<file path="src/core/bts_pkg.sv">
// Shared constants and types for the bit-test-and-skip execute block
package bts_pkg;

  // Instruction word fields
  localparam logic [3:0] OPC_SKIP_CLEAR = 4'hb;
  localparam logic [3:0] OPC_SKIP_SET = 4'ha;
  localparam int OPC_MSB = 15;
  localparam int OPC_LSB = 12;
  localparam int BIT_MSB = 11;
  localparam int BIT_LSB = 9;
  localparam int BANK_FLAG_POS = 8;
  localparam int FILE_MSB = 7;
  localparam int FILE_LSB = 0;

  // Data addressing
  localparam logic [7:0] INDEX_LIMIT = 8'h5f;
  localparam logic [3:0] ACCESS_LOW_BANK = 4'h0;
  localparam logic [3:0] ACCESS_HIGH_BANK = 4'hf;

  // Instruction cycle costs
  localparam logic [1:0] CYCLES_PLAIN = 2'h1;
  localparam logic [1:0] CYCLES_SKIP = 2'h2;
  localparam logic [1:0] CYCLES_SKIP_LONG = 2'h3;

  // Values after reset
  localparam logic [11:0] ADDR_RESET = 12'h000;
  localparam logic [2:0] BIT_RESET = 3'h0;
  localparam logic [1:0] COUNT_RESET = 2'h0;

  // Four clock phases make one instruction cycle
  typedef enum logic [1:0] {
    Q1 = 2'b00,
    Q2 = 2'b01,
    Q3 = 2'b10,
    Q4 = 2'b11
  } bts_phase_e;

  typedef enum logic [1:0] {
    ST_IDLE = 2'b00,
    ST_TEST = 2'b01,
    ST_FLUSH = 2'b10
  } bts_state_e;

endpackage

</file>
<file path="src/core/bts_addr_resolve.sv">
// Operand address resolution from bank flag, bank select and file field
`timescale 1ns/10ps
module bts_addr_resolve (
  // Decoded fields
  input wire logic bank_flag_in,
  input wire logic [7:0] file_addr_in,
  // Addressing context
  input wire logic [3:0] bank_select_in,
  input wire logic ext_set_en_in,
  input wire logic [11:0] index_base_in,
  // Result
  output logic [11:0] data_addr_out,
  output logic indexed_out
);
  import bts_pkg::*;

  always_comb begin
    indexed_out = !bank_flag_in && ext_set_en_in && (file_addr_in <= INDEX_LIMIT);
    if (bank_flag_in) begin
      data_addr_out = {bank_select_in, file_addr_in};
    end else if (indexed_out) begin
      // Wraps within the 12-bit data space
      data_addr_out = index_base_in + {4'h0, file_addr_in};
    end else if (file_addr_in <= INDEX_LIMIT) begin
      data_addr_out = {ACCESS_LOW_BANK, file_addr_in};
    end else begin
      data_addr_out = {ACCESS_HIGH_BANK, file_addr_in};
    end
  end

endmodule

</file>
<file path="src/core/bts_exec.sv">
// Decode and execute of the two bit-test-and-skip instructions
`timescale 1ns/10ps
module bts_exec (
  // Clock and reset
  input wire logic ref_clk_in,
  input wire logic reset_in,
  // Instruction issue, sampled in Q1; next_two_word_in is sampled in Q4 of the test cycle
  input wire logic instr_valid_in,
  input wire logic [15:0] instr_word_in,
  input wire logic next_two_word_in,
  // Addressing context
  input wire logic [3:0] bank_select_in,
  input wire logic ext_set_en_in,
  input wire logic [11:0] index_base_in,
  // Data read, sampled in Q3
  input wire logic [7:0] data_rd_in,
  // Phase and data port
  output bts_pkg::bts_phase_e phase_out,
  output logic [11:0] data_addr_out,
  output logic data_rd_en_out,
  output logic indexed_out,
  // Execution status
  output logic decode_hit_out,
  output logic skip_out,
  output logic nop_cycle_out,
  output logic reg_write_out,
  output logic status_write_out
);
  import bts_pkg::*;

  bts_phase_e phase;
  bts_phase_e next_phase;
  bts_state_e state;
  bts_state_e next_state;
  logic test_clear;
  logic next_test_clear;
  logic [2:0] bit_sel;
  logic [2:0] next_bit_sel;
  logic take;
  logic next_take;
  logic [1:0] nop_left;
  logic [1:0] next_nop_left;
  logic [11:0] next_data_addr;
  logic next_data_rd_en;
  logic next_indexed;
  logic next_decode_hit;
  logic next_skip;
  logic next_nop_cycle;
  logic [11:0] resolved_addr;
  logic resolved_indexed;
  logic [3:0] opcode;
  logic hit;

  assign opcode = instr_word_in[OPC_MSB:OPC_LSB];
  assign hit = (opcode == OPC_SKIP_CLEAR) || (opcode == OPC_SKIP_SET);

  bts_addr_resolve u_addr (
    .bank_flag_in(instr_word_in[BANK_FLAG_POS]),
    .file_addr_in(instr_word_in[FILE_MSB:FILE_LSB]),
    .bank_select_in(bank_select_in),
    .ext_set_en_in(ext_set_en_in),
    .index_base_in(index_base_in),
    .data_addr_out(resolved_addr),
    .indexed_out(resolved_indexed)
  );

  // Phase counter: free running, one instruction cycle per four clocks
  always_comb begin
    next_phase = bts_phase_e'(phase + 2'h1);
  end

  always_ff @(posedge ref_clk_in or posedge reset_in) begin
    if (reset_in) begin
      phase <= Q1;
    end else begin
      phase <= next_phase;
    end
  end

  // Sequencer
  always_comb begin
    next_state = state;
    next_test_clear = test_clear;
    next_bit_sel = bit_sel;
    next_take = take;
    next_nop_left = nop_left;
    next_data_addr = data_addr_out;
    next_data_rd_en = data_rd_en_out;
    next_indexed = indexed_out;
    next_decode_hit = decode_hit_out;
    next_skip = 1'b0;
    next_nop_cycle = nop_cycle_out;
    unique case (state)
      ST_IDLE: begin
        if (phase == Q1 && instr_valid_in && hit) begin
          next_state = ST_TEST;
          next_test_clear = (opcode == OPC_SKIP_CLEAR);
          next_bit_sel = instr_word_in[BIT_MSB:BIT_LSB];
          next_data_addr = resolved_addr;
          next_indexed = resolved_indexed;
          next_data_rd_en = 1'b1;
          next_decode_hit = 1'b1;
        end
      end
      ST_TEST: begin
        if (phase == Q3) begin
          next_take = test_clear ? !data_rd_in[bit_sel] : data_rd_in[bit_sel];
          next_data_rd_en = 1'b0;
        end else if (phase == Q4) begin
          next_decode_hit = 1'b0;
          next_take = 1'b0;
          if (take) begin
            next_state = ST_FLUSH;
            next_skip = 1'b1;
            next_nop_cycle = 1'b1;
            next_nop_left = next_two_word_in ? (CYCLES_SKIP_LONG - CYCLES_PLAIN)
                                             : (CYCLES_SKIP - CYCLES_PLAIN);
          end else begin
            next_state = ST_IDLE;
          end
        end
      end
      ST_FLUSH: begin
        // Words issued now are the discarded prefetch and are not decoded
        if (phase == Q4) begin
          next_nop_left = nop_left - 2'h1;
          if (nop_left == CYCLES_PLAIN) begin
            next_state = ST_IDLE;
            next_nop_cycle = 1'b0;
          end
        end
      end
      default: begin
        next_state = ST_IDLE;
        next_nop_cycle = 1'b0;
        next_decode_hit = 1'b0;
        next_data_rd_en = 1'b0;
      end
    endcase
  end

  always_ff @(posedge ref_clk_in or posedge reset_in) begin
    if (reset_in) begin
      state <= ST_IDLE;
      test_clear <= 1'b0;
      bit_sel <= BIT_RESET;
      take <= 1'b0;
      nop_left <= COUNT_RESET;
      data_addr_out <= ADDR_RESET;
      data_rd_en_out <= 1'b0;
      indexed_out <= 1'b0;
      decode_hit_out <= 1'b0;
      skip_out <= 1'b0;
      nop_cycle_out <= 1'b0;
    end else begin
      state <= next_state;
      test_clear <= next_test_clear;
      bit_sel <= next_bit_sel;
      take <= next_take;
      nop_left <= next_nop_left;
      data_addr_out <= next_data_addr;
      data_rd_en_out <= next_data_rd_en;
      indexed_out <= next_indexed;
      decode_hit_out <= next_decode_hit;
      skip_out <= next_skip;
      nop_cycle_out <= next_nop_cycle;
    end
  end

  // The test is read-only; the write strobes exist so the core can merge them
  // never write back
  always_ff @(posedge ref_clk_in or posedge reset_in) begin
    if (reset_in) begin
      reg_write_out <= 1'b0;
      status_write_out <= 1'b0;
    end else begin
      reg_write_out <= 1'b0;
      status_write_out <= 1'b0;
    end
  end

  assign phase_out = phase;

  logic issue_q1;
  assign issue_q1 = (phase == Q1) && (state == ST_IDLE) && instr_valid_in;
endmodule

</file>
<file path="config.mk">
export PLATFORM = sky130hd
export DESIGN_NAME = bts_exec
export DESIGN_NICKNAME = d
export VERILOG_FILES = /design/src/core/bts_pkg.sv /design/src/core/bts_addr_resolve.sv /design/src/core/bts_exec.sv
export SDC_FILE = /design/constraint.sdc
export NUM_CORES = 1
export LEC_CHECK = 0
export ABC_AREA = 0
export ABC_CLOCK_PERIOD_IN_PS = 1800
export BUFFER_PORTS_ARGS = -buffer_cell sky130_fd_sc_hd__buf_2
export CAP_MARGIN = 20
export CORE_MARGIN = 4
export CORE_UTILIZATION = 45
export DETAILED_ROUTE_END_ITERATION = 6
export PLACE_DENSITY_LB_ADDON = 0.2
export SYNTH_ARGS = -nofsm -noshare
export SYNTH_HDL_FRONTEND = slang
export SYNTH_HIERARCHICAL = 1
export SYNTH_SLANG_ARGS = --single-unit
</file>
<file path="constraint.sdc">
create_clock -name ref_clk_in -period 1.8 [get_ports ref_clk_in]
set_input_delay 0.18 -clock ref_clk_in [delete_from_list [all_inputs] [get_ports ref_clk_in]]
set_output_delay 0.18 -clock ref_clk_in [all_outputs]
set_load 0.03 [all_outputs]
</file>
==> metrics.cfg <==
[run_status]
status = finished, violations left
violations = setup timing

[sta]
slew_headroom_pct = 60.4
fmax_ghz = 0.551
finalCriticalPeriod_ns = 1.81
fin_ws_ns = -0.0135
finClkSkew_ns = 0.00789
slew_violations = 0
finalCritPeriodShare_pct = 101
setup_viol = 1
worst_pin_slew_ns = 0.593
setup_tns_ns = -0.0135
hold_violations = 0
rsz0062_at_grt = yes

[logic_synthesis]
synth_top_family_by_area = compound AO/OA/AOI/OAI gates
synth-main-ff-cell = dfrtp_1
yosys.area_share.simple_pct = 13.0
synth_cell_types = 51
synth_edf_count = 0
synthTopCellsByArea = dfrtp_1, mux2_2, ha_1
synth_compound_area_share_pct = 15.6
synth_top_area_share_pct = 38.0
yosys_warnings = 6
synth_area_per_cell_um2 = 10.5
muxShareOfSynthArea_pct = 15.6
ys_async_sr_fraction_pct = 100
yosysSeqAreaShare_pct = 38.0
syn_inst = 176
synth_top_cell_by_area = dfrtp_1
synthAdderAreaFrac_pct = 9.24
synth_xor_area_share_pct = 3.80
syn-cell-area_um2 = 1840
synth-seq-cells = 28

[floorplanning]
start_util_pct = 48.5
row_count = 22
io_pins = 66
core-area_um2 = 3800
die_width_um = 72.0
dieArea_um2 = 5180
die_y_um = 72.0

[clock_network]
cts.clk_slew.worst_paths_ns = 0.09
htree_levels = 1
worstSkewPairLatency_ns = 0.28
cts_sinks = 28
cts_made_buffers = 3
root_buffer = clkbuf_8
cts_tree = done
clk_path_buf_depth = 2

[critical_path]
rr_startpoint = phase_out[0]$_DFF_PP0_
cp-startpoint = instr_word_in[0]
arrival_ns = 1.98
cp.required_ns = 1.97
critPathLaunchType = input port
crit_type = input port to flip-flop
end_kind = flip-flop
crit_path_max_fanout = 3

[grt]
gr-usage-all-layers_pct = 18.2
grt_pass1_wl_mm = 7.47
antenna_found_initial = 0
grt_max_degree = 19
grt_pass1_vias = 1697
grt_overflow_total = 0

[route]
vias_per_cell = 5.19
postRouteAntennaNets = 0
wl_per_cell_um = 14.1
drcViolationCount = 0
vias = 1655
dr.pass1.iters = 4
drt-initial-drc-count = 35
routed_wirelength_mm = 4.49

[finish]
antenna_cells = 0
fin_util_pct = 68.8
final_nets = 330
fin_area_um2 = 2620
syn_to_final_growth_pct = 42.0
layout-drive-gt1-share_pct = 49.8

[placed_design]
place.detailed.hpwl_mm = 3.63
gp_congestion = 0.806
placed_area_um2 = 2450
pre_cts_ws_ns = -0.349
port_buffers = 63

[run]
cap_violations = 0

[power]
leakage_nw = 1.34
ir_drop_mv = 0.721
cellPowerDensity_nw_per_um2 = 754
total_power_mw = 1.97

[worst_hold_path]
hold_path_class = input port to flip-flop
min_from = instr_word_in[11]

## state kept, by name (all words and copies together), names as in the netlist, 2 cells and up
register,cells
bit_sel,3
state,2
nop_left,2
phase_out,2
data_addr_out,12
## power breakdown
group	internal (mW)	switching, mW	leakage (nW)
registers	0.730	0.0662	0.355
clock network	0.298	0.195	0.0357
logic	0.326	0.356	0.948
total	1.35	0.618	1.34
## stage by stage
step           hold slack [ns]  instances
2_1_floorplan            0.245        177
3_3_place_gp             0.276        310
3_5_place_dp             0.274        310
4_1_cts                  0.126        315
5_1_grt                  0.125        319
6_report                 0.134        319
## worst paths after layout
check	cells past startpoint	slack, ns	endpoint
setup / recovery	10	-0.01	data_addr_out[10]$_DFFE_PP0P_
hold / removal	2	0.13	bit_sel[2]$_DFFE_PP0P_
setup reg to reg	7	0.02	data_addr_out[8]$_DFFE_PP0P_
hold reg to reg	2	0.51	nop_left[1]$_DFFE_PP0P_
max in group asynchronous	4	0.75	bit_sel[1]$_DFFE_PP0P_
min in group asynchronous	3	0.50	data_rd_en_out$_DFFE_PP0P_
## layer usage
layer	up-vias	routed length, µm	GRT usage (%)
li1	820	-	-
met5	-	0	0
met1	774	1960	22.8
met3	9	321	5.26
met2	52	2130	30.0
met4	0	81	6.47
## cells by family (layout without fill, tap and decap cells)
| kind of cell | count (synthesis) | after routing |
|---|---|---|
| compound gates | 42 | 42 |
| xor+xnor | 8 | 8 |
| fa+ha+maj | 13 | 13 |
| buf+inv | 18 | 112 |
| flops | 28 | 28 |
| mux | 23 | 23 |
| other cells | 1 | 2 |
| simple gates | 43 | 43 |
## cell usage after synthesis (2+ instances only)
cell type	number
mux2_2	18
nand2_1	15
o21a_1	2
o211ai_1	3
nand2b_1	3
mux4_1	2
a21o_1	2
a31oi_1	2
dfrtp_1	28
ha_1	12
xor2_1	3
xnor2_1	5
a21oi_1	6
o21ai_0	9
mux2i_1	2
o22ai_1	2
o21ai_1	5
buf_4	2
inv_1	13
nor2b_1	5
nor2_1	6
nor3_1	2
## placed cells by master (no fill, tap or decap), drive strengths merged, types with 2 or more instances in the layout
| cell type | instances |
|---|---|
| a211oi | 2 |
| a21o | 2 |
| a21oi | 7 |
| a31oi | 3 |
| and4 | 2 |
| buf | 93 |
| clkbuf | 4 |
| conb | 2 |
| dfrtp | 28 |
| ha | 12 |
| inv | 13 |
| mux2 | 19 |
| mux2i | 2 |
| mux4 | 2 |
| nand2 | 16 |
| nand2b | 3 |
| nor2 | 6 |
| nor2b | 5 |
| nor3 | 2 |
| o211ai | 3 |
| o21a | 2 |
| o21ai | 15 |
| o22ai | 2 |
| xnor2 | 5 |
| xor2 | 3 |
## critical path: stages
cell      delay (ns)
buf_4           0.10
ha_4            0.13
inv_2           0.03
fa_2            0.35
nor2b_2         0.14
o211ai_1        0.15
a31oi_2         0.30
and4_4          0.27
o32ai_2         0.07
mux2_4          0.26
## timing repair
action / CTS / global route
gates resized for setup: 1 / 8
pin swaps: 0 / 6
hold buffers: 1 / 0
gates cloned: 0 / 2
setup buffers: 0 / 2
endpoints found under the hold margin: 13 / 0
endpoints found under the setup margin: 1 / 17
## final cells by class
type / instances / area, µm²
multi-input cells: 131 / 1140
well taps: 48 / 60.1
fillers: 325 / 1180
repair buffers: 95 / 594
clock inverters: 1 / 30.0
flip-flops and latches: 28 / 703
clock buffers: 3 / 41.3
inverters: 13 / 48.8
Note: power is estimated with default switching activity, not from simulation.
